<file path="src/pkg/fpm_map.vh">
// Constants for the fixed-point multiply block: modes, register choices, map
`ifndef FPM_MAP_VH
`define FPM_MAP_VH

// Operation modes
`define FPM_MODE_QUAD_SMALL_SUM  3'h0
`define FPM_MODE_DUAL_IND_MID    3'h1
`define FPM_MODE_DUAL_MID_SUM    3'h2
`define FPM_MODE_MID_PLUS_WIDE   3'h3
`define FPM_MODE_MID_SYSTOLIC    3'h4
`define FPM_MODE_SINGLE_WIDE     3'h5

// Stage register choices
`define FPM_REG_BYPASS 2'h0
`define FPM_REG_CE0    2'h1
`define FPM_REG_CE1    2'h2
`define FPM_REG_CE2    2'h3

// Default widths
`define FPM_DEF_MID_WIDTH  18
`define FPM_DEF_SMALL_W    0
`define FPM_DEF_RES_WIDTH  37
`define FPM_CALC_WIDTH     64

// Port width for a bus that may be configured to zero bits
`define FPM_PW(w) (((w) > 0) ? (w) : 1)

// Register bus map
`define FPM_ADDR_W        8
`define FPM_OFS_CTRL      8'h00
`define FPM_OFS_STATUS    8'h04
`define FPM_OFS_RESULT_LO 8'h08
`define FPM_OFS_RESULT_HI 8'h0C
`define FPM_CTRL_HOLD_BIT 0
`define FPM_CTRL_RESET    1'h0
`define FPM_RESP_OKAY     2'h0
`define FPM_RESP_SLVERR   2'h2

`endif

</file>
<file path="src/logic/fpm_top.v">
// Fixed-point multiply block with optional stage registers and status port
`timescale 1ns/10ps
`default_nettype none
`include "fpm_map.vh"

// Notes on behaviour
// RULE1 - Six modes by parameter; default dual independent
// RULE2 - Each operand signedness parameter, default unsigned
// RULE3 - First x operand width zero to 27
// RULE4 - First y or cascade width 1-27, default 18
// RULE5 - Second x operand width 0-36, default 18
// RULE6 - Second y operand width 0-19, default 18
// RULE7 - Operand stages bypass or enable; default enable zero for first and second, bypassed for third and fourth
// RULE8 - Third, fourth operands only in quad mode
// RULE9 - Integrator keeps second y unsigned in plus-wide
// RULE10 - Difference select subtracts top from bottom product
// RULE11 - Difference select stage, default bypassed
// RULE12 - Primary result width 1-64, default 37
// RULE13 - Secondary result only in dual independent mode
// RULE14 - One output stage choice for both results
// RULE15 - Sum mode: bottom plus or minus top
// RULE16 - Integrator sign-extends narrow wide addend
// RULE17 - Bypassed stage adds no latency
// RULE18 - Registered stage loads only when enabled
module fpm_top #(
  parameter [2:0] OPERATION_MODE                 = `FPM_MODE_DUAL_IND_MID,
  parameter       FIRST_X_SIGNED                 = 0,
  parameter       FIRST_Y_SIGNED                 = 0,
  parameter       SECOND_X_SIGNED                = 0,
  parameter       SECOND_Y_SIGNED                = 0,
  parameter       THIRD_X_SIGNED                 = 0,
  parameter       THIRD_Y_SIGNED                 = 0,
  parameter       FOURTH_X_SIGNED                = 0,
  parameter       FOURTH_Y_SIGNED                = 0,
  parameter       FIRST_X_WIDTH                  = `FPM_DEF_MID_WIDTH,
  parameter       FIRST_Y_OR_CASCADE_WIDTH       = `FPM_DEF_MID_WIDTH,
  parameter       SECOND_X_WIDTH                 = `FPM_DEF_MID_WIDTH,
  parameter       SECOND_Y_WIDTH                 = `FPM_DEF_MID_WIDTH,
  parameter       THIRD_X_WIDTH                  = `FPM_DEF_SMALL_W,
  parameter       THIRD_Y_WIDTH                  = `FPM_DEF_SMALL_W,
  parameter       FOURTH_X_WIDTH                 = `FPM_DEF_SMALL_W,
  parameter       FOURTH_Y_WIDTH                 = `FPM_DEF_SMALL_W,
  parameter [1:0] FIRST_X_REGISTER_ENABLE_CHOICE = `FPM_REG_CE0,
  parameter [1:0] FIRST_Y_REG_CHOICE             = `FPM_REG_CE0,
  parameter [1:0] SECOND_X_REG_CHOICE            = `FPM_REG_CE0,
  parameter [1:0] SECOND_Y_REG_CHOICE            = `FPM_REG_CE0,
  parameter [1:0] THIRD_X_REG_CHOICE             = `FPM_REG_BYPASS,
  parameter [1:0] THIRD_Y_REG_CHOICE             = `FPM_REG_BYPASS,
  parameter [1:0] FOURTH_X_REG_CHOICE            = `FPM_REG_BYPASS,
  parameter [1:0] FOURTH_Y_REG_CHOICE            = `FPM_REG_BYPASS,
  parameter       ENABLE_DIFF_SELECT             = 0,
  parameter [1:0] DIFF_SELECT_REG_CHOICE         = `FPM_REG_BYPASS,
  parameter       PRIMARY_WIDTH                  = `FPM_DEF_RES_WIDTH,
  parameter       SECONDARY_WIDTH                = `FPM_DEF_RES_WIDTH,
  parameter [1:0] OUTPUT_REG_CHOICE              = `FPM_REG_CE0
) (
  // Clock and reset
  input  wire                        aclk,
  input  wire                        aresetn,
  // Clock enables
  input  wire                        clock_enable_zero,
  input  wire                        clock_enable_one,
  input  wire                        clock_enable_two,
  // Operands
  input  wire [`FPM_PW(FIRST_X_WIDTH)-1:0]  first_mult_x_operand,
  input  wire [`FPM_PW(FIRST_Y_OR_CASCADE_WIDTH)-1:0]
                                     first_mult_y_operand,
  input  wire [`FPM_PW(SECOND_X_WIDTH)-1:0] second_mult_x_operand,
  input  wire [`FPM_PW(SECOND_Y_WIDTH)-1:0] second_mult_y_operand,
  input  wire [`FPM_PW(THIRD_X_WIDTH)-1:0]  third_mult_x_operand,
  input  wire [`FPM_PW(THIRD_Y_WIDTH)-1:0]  third_mult_y_operand,
  input  wire [`FPM_PW(FOURTH_X_WIDTH)-1:0] fourth_mult_x_operand,
  input  wire [`FPM_PW(FOURTH_Y_WIDTH)-1:0] fourth_mult_y_operand,
  input  wire                        diff_select,
  // Results
  output wire [`FPM_PW(PRIMARY_WIDTH)-1:0]   primary_result,
  output wire [`FPM_PW(SECONDARY_WIDTH)-1:0] secondary_result,
  // AXI4-Lite write address and data
  input  wire [`FPM_ADDR_W-1:0]      s_axi_awaddr,
  input  wire                        s_axi_awvalid,
  output wire                        s_axi_awready,
  input  wire [31:0]                 s_axi_wdata,
  input  wire [3:0]                  s_axi_wstrb,
  input  wire                        s_axi_wvalid,
  output wire                        s_axi_wready,
  // AXI4-Lite write response
  output wire [1:0]                  s_axi_bresp,
  output wire                        s_axi_bvalid,
  input  wire                        s_axi_bready,
  // AXI4-Lite read
  input  wire [`FPM_ADDR_W-1:0]      s_axi_araddr,
  input  wire                        s_axi_arvalid,
  output wire                        s_axi_arready,
  output wire [31:0]                 s_axi_rdata,
  output wire [1:0]                  s_axi_rresp,
  output wire                        s_axi_rvalid,
  input  wire                        s_axi_rready
);

  localparam CW   = `FPM_CALC_WIDTH;
  localparam PX1  = `FPM_PW(FIRST_X_WIDTH);
  localparam PY1  = `FPM_PW(FIRST_Y_OR_CASCADE_WIDTH);
  localparam PX2  = `FPM_PW(SECOND_X_WIDTH);
  localparam PY2  = `FPM_PW(SECOND_Y_WIDTH);
  localparam PX3  = `FPM_PW(THIRD_X_WIDTH);
  localparam PY3  = `FPM_PW(THIRD_Y_WIDTH);
  localparam PX4  = `FPM_PW(FOURTH_X_WIDTH);
  localparam PY4  = `FPM_PW(FOURTH_Y_WIDTH);
  localparam PRA  = `FPM_PW(PRIMARY_WIDTH);
  localparam PRB  = `FPM_PW(SECONDARY_WIDTH);
  localparam QUAD = (OPERATION_MODE == `FPM_MODE_QUAD_SMALL_SUM);
  // Modes in which the difference select exists
  localparam MIDM = (OPERATION_MODE == `FPM_MODE_DUAL_IND_MID) ||
                    (OPERATION_MODE == `FPM_MODE_DUAL_MID_SUM) ||
                    (OPERATION_MODE == `FPM_MODE_MID_PLUS_WIDE) ||
                    (OPERATION_MODE == `FPM_MODE_MID_SYSTOLIC);

  // Sign or zero extension of a w-bit operand to the calculation width
  function [63:0] fpm_ext;
    input [63:0] v;
    input integer w;
    input         s;
    integer       i;
    begin
      fpm_ext = 64'h0000_0000_0000_0000;
      for (i = 0; i < 64; i = i + 1) begin
        if (i < w) begin
          fpm_ext[i] = v[i];
        end else if (s && (w > 0)) begin
          fpm_ext[i] = v[w-1];
        end
      end
    end
  endfunction

  // Register address decode, shared by read and write paths
  function fpm_mapped;
    input [`FPM_ADDR_W-1:0] a;
    begin
      fpm_mapped = (a == `FPM_OFS_CTRL) || (a == `FPM_OFS_STATUS) ||
                   (a == `FPM_OFS_RESULT_LO) || (a == `FPM_OFS_RESULT_HI);
    end
  endfunction

  reg        hold_r;
  wire [2:0] en;

  // Software hold freezes every registered stage
  assign en = {clock_enable_two, clock_enable_one, clock_enable_zero} &
              ~{3{hold_r}};

  // Input stages
  wire [PX1-1:0] x1_q;
  wire [PY1-1:0] y1_q;
  wire [PX2-1:0] x2_q;
  wire [PY2-1:0] y2_q;
  wire [PX3-1:0] x3_q;
  wire [PY3-1:0] y3_q;
  wire [PX4-1:0] x4_q;
  wire [PY4-1:0] y4_q;
  wire           sub_q;

  // [RULE7]
  fpm_stage #(.W(PX1), .SEL(FIRST_X_REGISTER_ENABLE_CHOICE)) u_x1 (
    .aclk(aclk), .aresetn(aresetn), .en(en),
    .d(first_mult_x_operand), .q(x1_q));
  fpm_stage #(.W(PY1), .SEL(FIRST_Y_REG_CHOICE)) u_y1 (
    .aclk(aclk), .aresetn(aresetn), .en(en),
    .d(first_mult_y_operand), .q(y1_q));
  fpm_stage #(.W(PX2), .SEL(SECOND_X_REG_CHOICE)) u_x2 (
    .aclk(aclk), .aresetn(aresetn), .en(en),
    .d(second_mult_x_operand), .q(x2_q));
  fpm_stage #(.W(PY2), .SEL(SECOND_Y_REG_CHOICE)) u_y2 (
    .aclk(aclk), .aresetn(aresetn), .en(en),
    .d(second_mult_y_operand), .q(y2_q));
  // [RULE8]
  fpm_stage #(.W(PX3), .SEL(THIRD_X_REG_CHOICE)) u_x3 (
    .aclk(aclk), .aresetn(aresetn), .en(en),
    .d(third_mult_x_operand), .q(x3_q));
  fpm_stage #(.W(PY3), .SEL(THIRD_Y_REG_CHOICE)) u_y3 (
    .aclk(aclk), .aresetn(aresetn), .en(en),
    .d(third_mult_y_operand), .q(y3_q));
  fpm_stage #(.W(PX4), .SEL(FOURTH_X_REG_CHOICE)) u_x4 (
    .aclk(aclk), .aresetn(aresetn), .en(en),
    .d(fourth_mult_x_operand), .q(x4_q));
  fpm_stage #(.W(PY4), .SEL(FOURTH_Y_REG_CHOICE)) u_y4 (
    .aclk(aclk), .aresetn(aresetn), .en(en),
    .d(fourth_mult_y_operand), .q(y4_q));
  // [RULE11]
  fpm_stage #(.W(1), .SEL(DIFF_SELECT_REG_CHOICE)) u_sub (
    .aclk(aclk), .aresetn(aresetn), .en(en),
    .d(diff_select), .q(sub_q));

  // Extended operands; signedness per operand [RULE2]
  wire [CW-1:0] x1 = fpm_ext({{(CW-PX1){1'b0}}, x1_q}, FIRST_X_WIDTH,
                             FIRST_X_SIGNED != 0); // [RULE3]
  wire [CW-1:0] y1 = fpm_ext({{(CW-PY1){1'b0}}, y1_q},
                             FIRST_Y_OR_CASCADE_WIDTH,
                             FIRST_Y_SIGNED != 0); // [RULE4]
  wire [CW-1:0] x2 = fpm_ext({{(CW-PX2){1'b0}}, x2_q}, SECOND_X_WIDTH,
                             SECOND_X_SIGNED != 0); // [RULE5]
  wire [CW-1:0] y2 = fpm_ext({{(CW-PY2){1'b0}}, y2_q}, SECOND_Y_WIDTH,
                             SECOND_Y_SIGNED != 0); // [RULE6]
  wire [CW-1:0] x3 = fpm_ext({{(CW-PX3){1'b0}}, x3_q}, THIRD_X_WIDTH,
                             THIRD_X_SIGNED != 0);
  wire [CW-1:0] y3 = fpm_ext({{(CW-PY3){1'b0}}, y3_q}, THIRD_Y_WIDTH,
                             THIRD_Y_SIGNED != 0);
  wire [CW-1:0] x4 = fpm_ext({{(CW-PX4){1'b0}}, x4_q}, FOURTH_X_WIDTH,
                             FOURTH_X_SIGNED != 0);
  wire [CW-1:0] y4 = fpm_ext({{(CW-PY4){1'b0}}, y4_q}, FOURTH_Y_WIDTH,
                             FOURTH_Y_SIGNED != 0);

  // Low 64 bits of a two's complement product are exact for both formats
  wire [CW-1:0] p_top = x1 * y1;
  wire [CW-1:0] p_bot = x2 * y2;
  wire [CW-1:0] p_c   = QUAD ? x3 * y3 : {CW{1'b0}}; // [RULE8]
  wire [CW-1:0] p_d   = QUAD ? x4 * y4 : {CW{1'b0}};
  // The difference select only acts where it exists [RULE10]
  wire          sub_eff = (ENABLE_DIFF_SELECT != 0) && MIDM && sub_q;

  reg [CW-1:0] res_a;
  reg [CW-1:0] res_b;

  always @* begin
    res_a = {CW{1'b0}};
    res_b = {CW{1'b0}};
    case (OPERATION_MODE) // [RULE1]
      `FPM_MODE_QUAD_SMALL_SUM: begin
        res_a = p_top + p_bot + p_c + p_d;
      end
      `FPM_MODE_DUAL_IND_MID: begin
        res_a = p_top;
        res_b = p_bot; // [RULE13]
      end
      `FPM_MODE_DUAL_MID_SUM, `FPM_MODE_MID_SYSTOLIC: begin
        res_a = sub_eff ? p_bot - p_top : p_bot + p_top; // [RULE15]
      end
      `FPM_MODE_MID_PLUS_WIDE: begin
        // Second x is the wide addend, already extended by the integrator
        res_a = sub_eff ? x2 - p_top : x2 + p_top; // [RULE16] [RULE10]
      end
      `FPM_MODE_SINGLE_WIDE: begin
        res_a = p_top;
      end
      default: begin
        res_a = {CW{1'b0}};
      end
    endcase
  end

  // Output stages share one choice [RULE14]
  wire [PRA-1:0] ra_d = res_a[PRA-1:0]; // [RULE12]
  wire [PRB-1:0] rb_d = (SECONDARY_WIDTH > 0) ? res_b[PRB-1:0]
                                              : {PRB{1'b0}};

  fpm_stage #(.W(PRA), .SEL(OUTPUT_REG_CHOICE)) u_ra (
    .aclk(aclk), .aresetn(aresetn), .en(en),
    .d(ra_d), .q(primary_result));
  fpm_stage #(.W(PRB), .SEL(OUTPUT_REG_CHOICE)) u_rb (
    .aclk(aclk), .aresetn(aresetn), .en(en),
    .d(rb_d), .q(secondary_result));

  // Register bus slave
  reg                   aw_got_r;
  reg [`FPM_ADDR_W-1:0] awaddr_r;
  reg                   w_got_r;
  reg [31:0]            wdata_r;
  reg [3:0]             wstrb_r;
  reg                   bvalid_r;
  reg [1:0]             bresp_r;
  reg                   rvalid_r;
  reg [31:0]            rdata_r;
  reg [1:0]             rresp_r;
  reg [31:0]            rd_nxt;

  wire                   aw_hs = s_axi_awvalid & s_axi_awready;
  wire                   w_hs  = s_axi_wvalid & s_axi_wready;
  wire                   aw_now = aw_got_r | aw_hs;
  wire                   w_now  = w_got_r | w_hs;
  wire                   do_wr  = aw_now & w_now;
  wire [`FPM_ADDR_W-1:0] wa = aw_got_r ? awaddr_r : s_axi_awaddr;
  wire [31:0]            wd = w_got_r ? wdata_r : s_axi_wdata;
  wire [3:0]             ws = w_got_r ? wstrb_r : s_axi_wstrb;
  wire [63:0]            ra_wide = {{(CW-PRA){1'b0}}, primary_result};

  assign s_axi_awready = ~aw_got_r & ~bvalid_r;
  assign s_axi_wready  = ~w_got_r & ~bvalid_r;
  assign s_axi_bvalid  = bvalid_r;
  assign s_axi_bresp   = bresp_r;
  assign s_axi_arready = ~rvalid_r;
  assign s_axi_rvalid  = rvalid_r;
  assign s_axi_rdata   = rdata_r;
  assign s_axi_rresp   = rresp_r;

  always @(posedge aclk) begin
    if (!aresetn) begin
      aw_got_r <= 1'b0;
      awaddr_r <= {`FPM_ADDR_W{1'b0}};
      w_got_r  <= 1'b0;
      wdata_r  <= 32'h0000_0000;
      wstrb_r  <= 4'h0;
      bvalid_r <= 1'b0;
      bresp_r  <= `FPM_RESP_OKAY;
      hold_r   <= `FPM_CTRL_RESET;
    end else if (do_wr) begin
      aw_got_r <= 1'b0;
      w_got_r  <= 1'b0;
      bvalid_r <= 1'b1;
      bresp_r  <= fpm_mapped(wa) ? `FPM_RESP_OKAY : `FPM_RESP_SLVERR;
      if ((wa == `FPM_OFS_CTRL) && ws[0]) begin
        hold_r <= wd[`FPM_CTRL_HOLD_BIT];
      end
    end else begin
      if (aw_hs) begin
        aw_got_r <= 1'b1;
        awaddr_r <= s_axi_awaddr;
      end
      if (w_hs) begin
        w_got_r <= 1'b1;
        wdata_r <= s_axi_wdata;
        wstrb_r <= s_axi_wstrb;
      end
      if (bvalid_r && s_axi_bready) begin
        bvalid_r <= 1'b0;
      end
    end
  end

  always @* begin
    case (s_axi_araddr)
      `FPM_OFS_CTRL:      rd_nxt = {31'h0000_0000, hold_r};
      `FPM_OFS_STATUS:    rd_nxt = {27'h000_0000, sub_eff, hold_r,
                                    OPERATION_MODE};
      `FPM_OFS_RESULT_LO: rd_nxt = ra_wide[31:0];
      `FPM_OFS_RESULT_HI: rd_nxt = ra_wide[63:32];
      default:            rd_nxt = 32'h0000_0000;
    endcase
  end

  always @(posedge aclk) begin
    if (!aresetn) begin
      rvalid_r <= 1'b0;
      rdata_r  <= 32'h0000_0000;
      rresp_r  <= `FPM_RESP_OKAY;
    end else if (s_axi_arvalid && s_axi_arready) begin
      rvalid_r <= 1'b1;
      rdata_r  <= rd_nxt;
      rresp_r  <= fpm_mapped(s_axi_araddr) ? `FPM_RESP_OKAY
                                           : `FPM_RESP_SLVERR;
    end else if (rvalid_r && s_axi_rready) begin
      rvalid_r <= 1'b0;
    end
  end

endmodule
`default_nettype wire

</file>
<file path="src/logic/fpm_stage.v">
// One optional stage register: bypass or capture under a chosen enable
`timescale 1ns/10ps
`default_nettype none
`include "fpm_map.vh"

module fpm_stage #(
  parameter       W   = 1,
  parameter [1:0] SEL = `FPM_REG_BYPASS
) (
  // Clock and reset
  input  wire         aclk,
  input  wire         aresetn,
  // Clock enables, bit 0 is enable zero
  input  wire [2:0]   en,
  // Data
  input  wire [W-1:0] d,
  output wire [W-1:0] q
);

  generate
    if (SEL == `FPM_REG_BYPASS) begin : g_bypass
      assign q = d; // [RULE17]
    end else begin : g_reg
      reg  [W-1:0] q_r;
      wire         ce;
      assign ce = en[SEL - 2'h1];
      always @(posedge aclk) begin
        if (!aresetn) begin
          q_r <= {W{1'b0}};
        end else if (ce) begin
          q_r <= d; // [RULE18]
        end
      end
      assign q = q_r;
    end
  endgenerate

endmodule
`default_nettype wire

</file>
<file path="config.mk">
export PLATFORM = sky130hd
export DESIGN_NAME = fpm_top
export DESIGN_NICKNAME = d
export VERILOG_FILES = /design/src/logic/fpm_top.v /design/src/logic/fpm_stage.v
export VERILOG_INCLUDE_DIRS = /design/src /design/src/pkg
export SDC_FILE = /design/constraint.sdc
export NUM_CORES = 2
export LEC_CHECK = 0
export ABC_AREA = 0
export BUFFER_PORTS_ARGS = -buffer_cell sky130_fd_sc_hd__buf_4
export CAP_MARGIN = 0
export CORE_MARGIN = 5
export CORE_UTILIZATION = 38
export CTS_BUF_LIST = sky130_fd_sc_hd__clkbuf_4 sky130_fd_sc_hd__clkbuf_8
export DETAILED_ROUTE_END_ITERATION = 8
export PLACE_DENSITY = 0.61
export REMOVE_ABC_BUFFERS = 1
export SLEW_MARGIN = 20
export SYNTH_ARGS = -nofsm -noshare
export SYNTH_HDL_FRONTEND = slang
export SYNTH_HIERARCHICAL = 1
export SYNTH_SLANG_ARGS = --single-unit
</file>
<file path="constraint.sdc">
create_clock -name aclk -period 6.5 [get_ports aclk]
set_input_delay 0.65 -clock aclk [delete_from_list [all_inputs] [get_ports aclk]]
set_output_delay 0.65 -clock aclk [all_outputs]
set_load 0.01 [all_outputs]
</file>
; Word-level counts from Yosys, hierarchy flattened
; Cells that the tools add are included.
[totals]
romBits = 0
mem_count = 0
latch_bits = 0
in_bits = 139
ff_bits = 197
wordCells = 68
ram_bits = 0
[classes]
muxes = 10
multipliers = 2
n_addsub = 0
shifts = 0
order_cmp = 0
bitwise = 15
div_mod_pow = 0
reduce_logical = 18
eq_ne = 6
[ops]
columns = cell, count
row1 = $pmux 32 s4, 1
row2 = $mul 18x18->36, 2
row3 = $eq 8x4->1 const B, 4
row4 = $eq 8x3->1 const B, 2
row5 = $logic_not 8->1, 2
row6 = $mux 8, 1
row7 = $not 1->1, 7
row8 = $and 1x1->1, 6
row9 = $logic_or 1x1->1, 6
row10 = $mux 1, 6
row11 = $reduce_and 2->1, 3
row12 = $logic_and 1x1->1, 4
row13 = $mux 2, 2
row14 = $reduce_bool 2->1, 2
row15 = $or 1x1->1, 2
row16 = $reduce_or 2->1, 1

; Logic depth before layout (Yosys ltp)
[logic_depth]
ltp_word = 7
mapped_depth = 25
ltp_nobuf = 23

; By module
; Netlist, hierarchy kept.
[by_module_without_submodules]
columns = mod, area_per_inst_um2, n_inst, seq_area_each_um2, cells_per_inst
row1 = fpm_top, 23147.2, 1, 980.9, 2673
row2 = fpm_stage (u_ra ...), 1425.1, 2, 740.7, 118
row3 = fpm_stage (u_x1 ...), 688.2, 4, 360.3, 57

; Worst setup path after synthesis
; No wires, ideal clock.
[synth_timing]
path_type = reg-to-reg
startpoint = register u_y1.g_reg.q_r[9], in the netlist u_y1/q[9]
endpoint = register u_ra.g_reg.q_r[35], in the netlist u_ra/q[35]
setup_ns = 0.116
path_slack_ns = 0.678
arrival_ns = 5.706
period_less_slack_ns = 5.822
required_ns = 6.384
n_path_buf = 2
stages_incl_launch_ff = 23
path_cell_list = dfxtp_1 -> clkbuf_1 -> clkbuf_1 -> nand2_1 -> fa_1 -> inv_1 -> fa_1 -> fa_1 -> fa_1 -> fa_1 -> inv_1 -> fa_1 -> inv_1 -> ha_1 -> a211oi_1 -> nor2_1 -> o22ai_1 -> a211oi_1 -> a31oi_1 -> mux2i_1 -> a221oi_2 -> mux2i_1 -> nor2b_1
[synth_between]
elab_chain_len = 1
[synth_rtl]
columns = element, line_no
row1 = "start, declared", fpm_stage.v:24  ; reg [W-1:0] q_r;
row2 = "start signal, assigned", fpm_stage.v:29  ; q_r <= {W{1'b0}};
row3 = $mul 18x18->36, fpm_top.v:214  ; wire [CW-1:0] p_top = x1 * y1;
row4 = named net p_top[35], fpm_top.v:214
row5 = "end signal, assigned", fpm_stage.v:29
row6 = "end, declared", fpm_stage.v:24
; The timed path passes the listed nets, and every way through them passes these cells.
; A chain may end at the register's enable or synchronous reset.

; Worst setup path after layout
[layout_timing]
startpoint = register u_x1.g_reg.q_r[4], in the netlist u_x1/q[4]
endpoint = register u_ra.g_reg.q_r[35], in the netlist u_ra/q[35]
[layout_between]
elab_chain_len = 1
[layout_rtl]
columns = element, line_no
row1 = "start, declared", fpm_stage.v:24
row2 = "start signal, assigned", fpm_stage.v:29
row3 = $mul 18x18->36, fpm_top.v:214
row4 = named net p_top[35], fpm_top.v:214
; The timed path passes the listed nets, and every way through them passes these cells.

==> out/results.txt <==
Total power after layout: 3.98 mW
CP Data Arrival Time: 6660 ps
Routed Antenna Nets: 0
Fin crit period: 6170 ps
Critical Path, Cell by Cell: and2_1 > fa_1 > fa_1 > fa_1 > fa_1 > fa_1 > inv_1 > fa_1 > inv_1 > ha_1 > a211oi_1 > nor2_1 > o22ai_1 > nand3_2 > a31oi_1 > mux2i_1 > a221oi_2 > mux2i_1 > nor2b_1
Setup-failing EPs final: 0
Seq pwr share: 35.9%
H-tree depth: 4
Worst Setup End Kind: flop
Initial antenna violation count: 2
Pint: 2.30 mW
Clock sink count: 195
DRC Markers: 0
Clock tree buffer depth: 2
Fmax: 162 MHz
Pre-antenna DRT Iters: 5
Clock transition at path regs: 140 ps
Family with the most delay on the worst path: adder cells
Type of the worst setup path: flop to flop
Critical Path RT: 6980 ps
Fin Clk Skew: 29.5 ps
Synth warn: 6
Clk_lat worst skew: 600 ps
IR drop worst, VDD: 121 uV
GPL Wtd Cong: 0.846
CTS root buf: clkbuf_8
Final hold vios: 0
Die H: 285 um
Synthesized cell area: 28,700 sq um
Drt wl/cell: 16.4 um
Initial core utilization: 38.5%
Drt initial violations: 859
First-pass GRT wire length: 118 mm
Buf+Inv Stages, Crit Path: 2
Drt via density: 4.83
DP HPWL: 59.1 mm
Vias in the first global route: 22,300
Combinational fraction of design power: 41.2%
CTS tree: done
Final worst hold slack: 212 ps
Max-slew violation count: 0
Worst path max stage delay: 770 ps
Core Area: 74,700 sq um
Pwr dens: 124 nW/um^2
Max stage delay cell, worst path: dfxtp_1
Startpoint Class: flop
Slew margin rel.: 36.0%
Share of cells above drive strength 1: 11.7%
Switching share of total power: 42.3%
Num rows: 100
P_sw: 1.68 mW
Type of the worst min-delay path: primary input to flop
Die Outline Area: 81,200 sq um
Post-CTS Setup Inserts: 0
Cell count after synthesis: 3,135
Port Buffers: 210
Max-cap viol count: 0
Via Count: 20,800
Io pins: 254
Area delta synth->final: 11.2%
Status: finished clean
Syn_area_per_cell: 9.17 sq um
Final period util: 94.9%
Nets: 4,186
Clock share of power: 22.9%
TritonCTS Buffers: 17
Die X: 285 um
Largest net degree at the start of global routing: 117
GRT Residual Overflow: 0
Cell leakage power: 16.4 nW
Top cell by count, worst path: fa_1
Crit-path max FO: 15
Total GRT Usage: 18.0%
Drt total wl: 70.7 mm
Worst slew pin tran: 960 ps
worst register-to-register path, delay by kind of cell, from the launching register on:
| family | cells | cell delay, ps |
|---|---|---|
| adders and majority gates | 7 | 3170 |
| AOI/OAI and AO/OA | 4 | 1030 |
| DFF | 1 | 770 |
| and+or+nand+nor | 4 | 610 |
| muxes | 2 | 420 |
| buffers and inverters | 2 | 90 |
power groups by stage:
stage | combinational, mW | sequential (mW) | clock, mW
floorplan | 1.06 | 1.44 | 0
global placement | 1.65 | 1.45 | 0
detailed placement | 1.65 | 1.45 | 0
CTS | 1.68 | 1.43 | 0.960
global route | 1.86 | 1.44 | 0.994
finish | 1.64 | 1.43 | 0.912
metal layers:
metal / global-route usage [%] / vias up / wire [um]
met1: 21.7 / 10400 / 28800
met5: 0 / - / 0
li1: - / 9925 / -
met2: 33.6 / 321 / 38000
met3: 2.66 / 81 / 2360
met4: 4.54 / 0 / 1500
layout by cell type (no fill, tap or decap), drive strengths merged, types with 4 or more instances in the layout:
master and count:
nand2 415, or4 4, o21a 10, xnor2 34, nor2b 157, and3 10
a21o 30, o21bai 5, inv 593, o21ai 38, nand4 6, o211ai 8
fa 512, nand3b 5, ha 220, nor3 10, o31ai 5, dfxtp 195
and2 274, nor2 91, conb 4, clkinv 4, a211oi 15, mux2i 163
a22oi 30, a31oi 7, xor2 16, buf 309, a21oi 70, nand3 21
clkbuf 18, nand2b 10
final cells by class:
type / instances / area (sq um)
Fill cell: 7460 / 42700
Multi-Input combinational cell: 2209 / 21900
Sequential cell: 195 / 3930
Timing Repair Buffer: 309 / 2330
Inverter: 583 / 2190
Tap cell: 969 / 1210
Clock buffer: 18 / 248
Clock inverter: 14 / 173
Antenna cell: 2 / 5.00
worst paths after layout:
check | cells past startpoint | startpoint | end | slack (ps)
worst max-delay path | 19 | u_x1/q[4] | u_ra/q[35] | 330
worst max register to register | 19 | u_x1/q[4] | u_ra/q[35] | 330
worst min-delay path | 2 | s_axi_rready | s_axi_rvalid | 210
worst min register to register | 2 | s_axi_rdata[0] | s_axi_rdata[0] | 470
flip-flops by register name (all words and copies together) (netlist names), 8 cells and up:
name / cells
u_y2/q: 18
s_axi_rdata: 32
u_x1/q: 18
awaddr_r: 8
u_y1/q: 18
u_x2/q: 18
u_ra/q: 37
u_rb/q: 37
stage by stage:
stage	setup WS [ps]	instances	cell area (sq um)	setup TNS (ps)	utilization [%]
finish	328	4299	32000	0	42.8
global route	-20.5	4298	32000	-20.5	42.8
CTS	91.4	4297	31900	0	42.7
detailed placement	177	4265	31500	0	42.2
global placement	256	4265	31500	0	42.2
floorplan	-3970	2987	27900	-579180	-
repair_timing:
action                     CTS  global route
hold buffers                 0             0
setup endpoints to repair    0            20
resized for setup            0            27
Power figures use the tool's default switching activity.
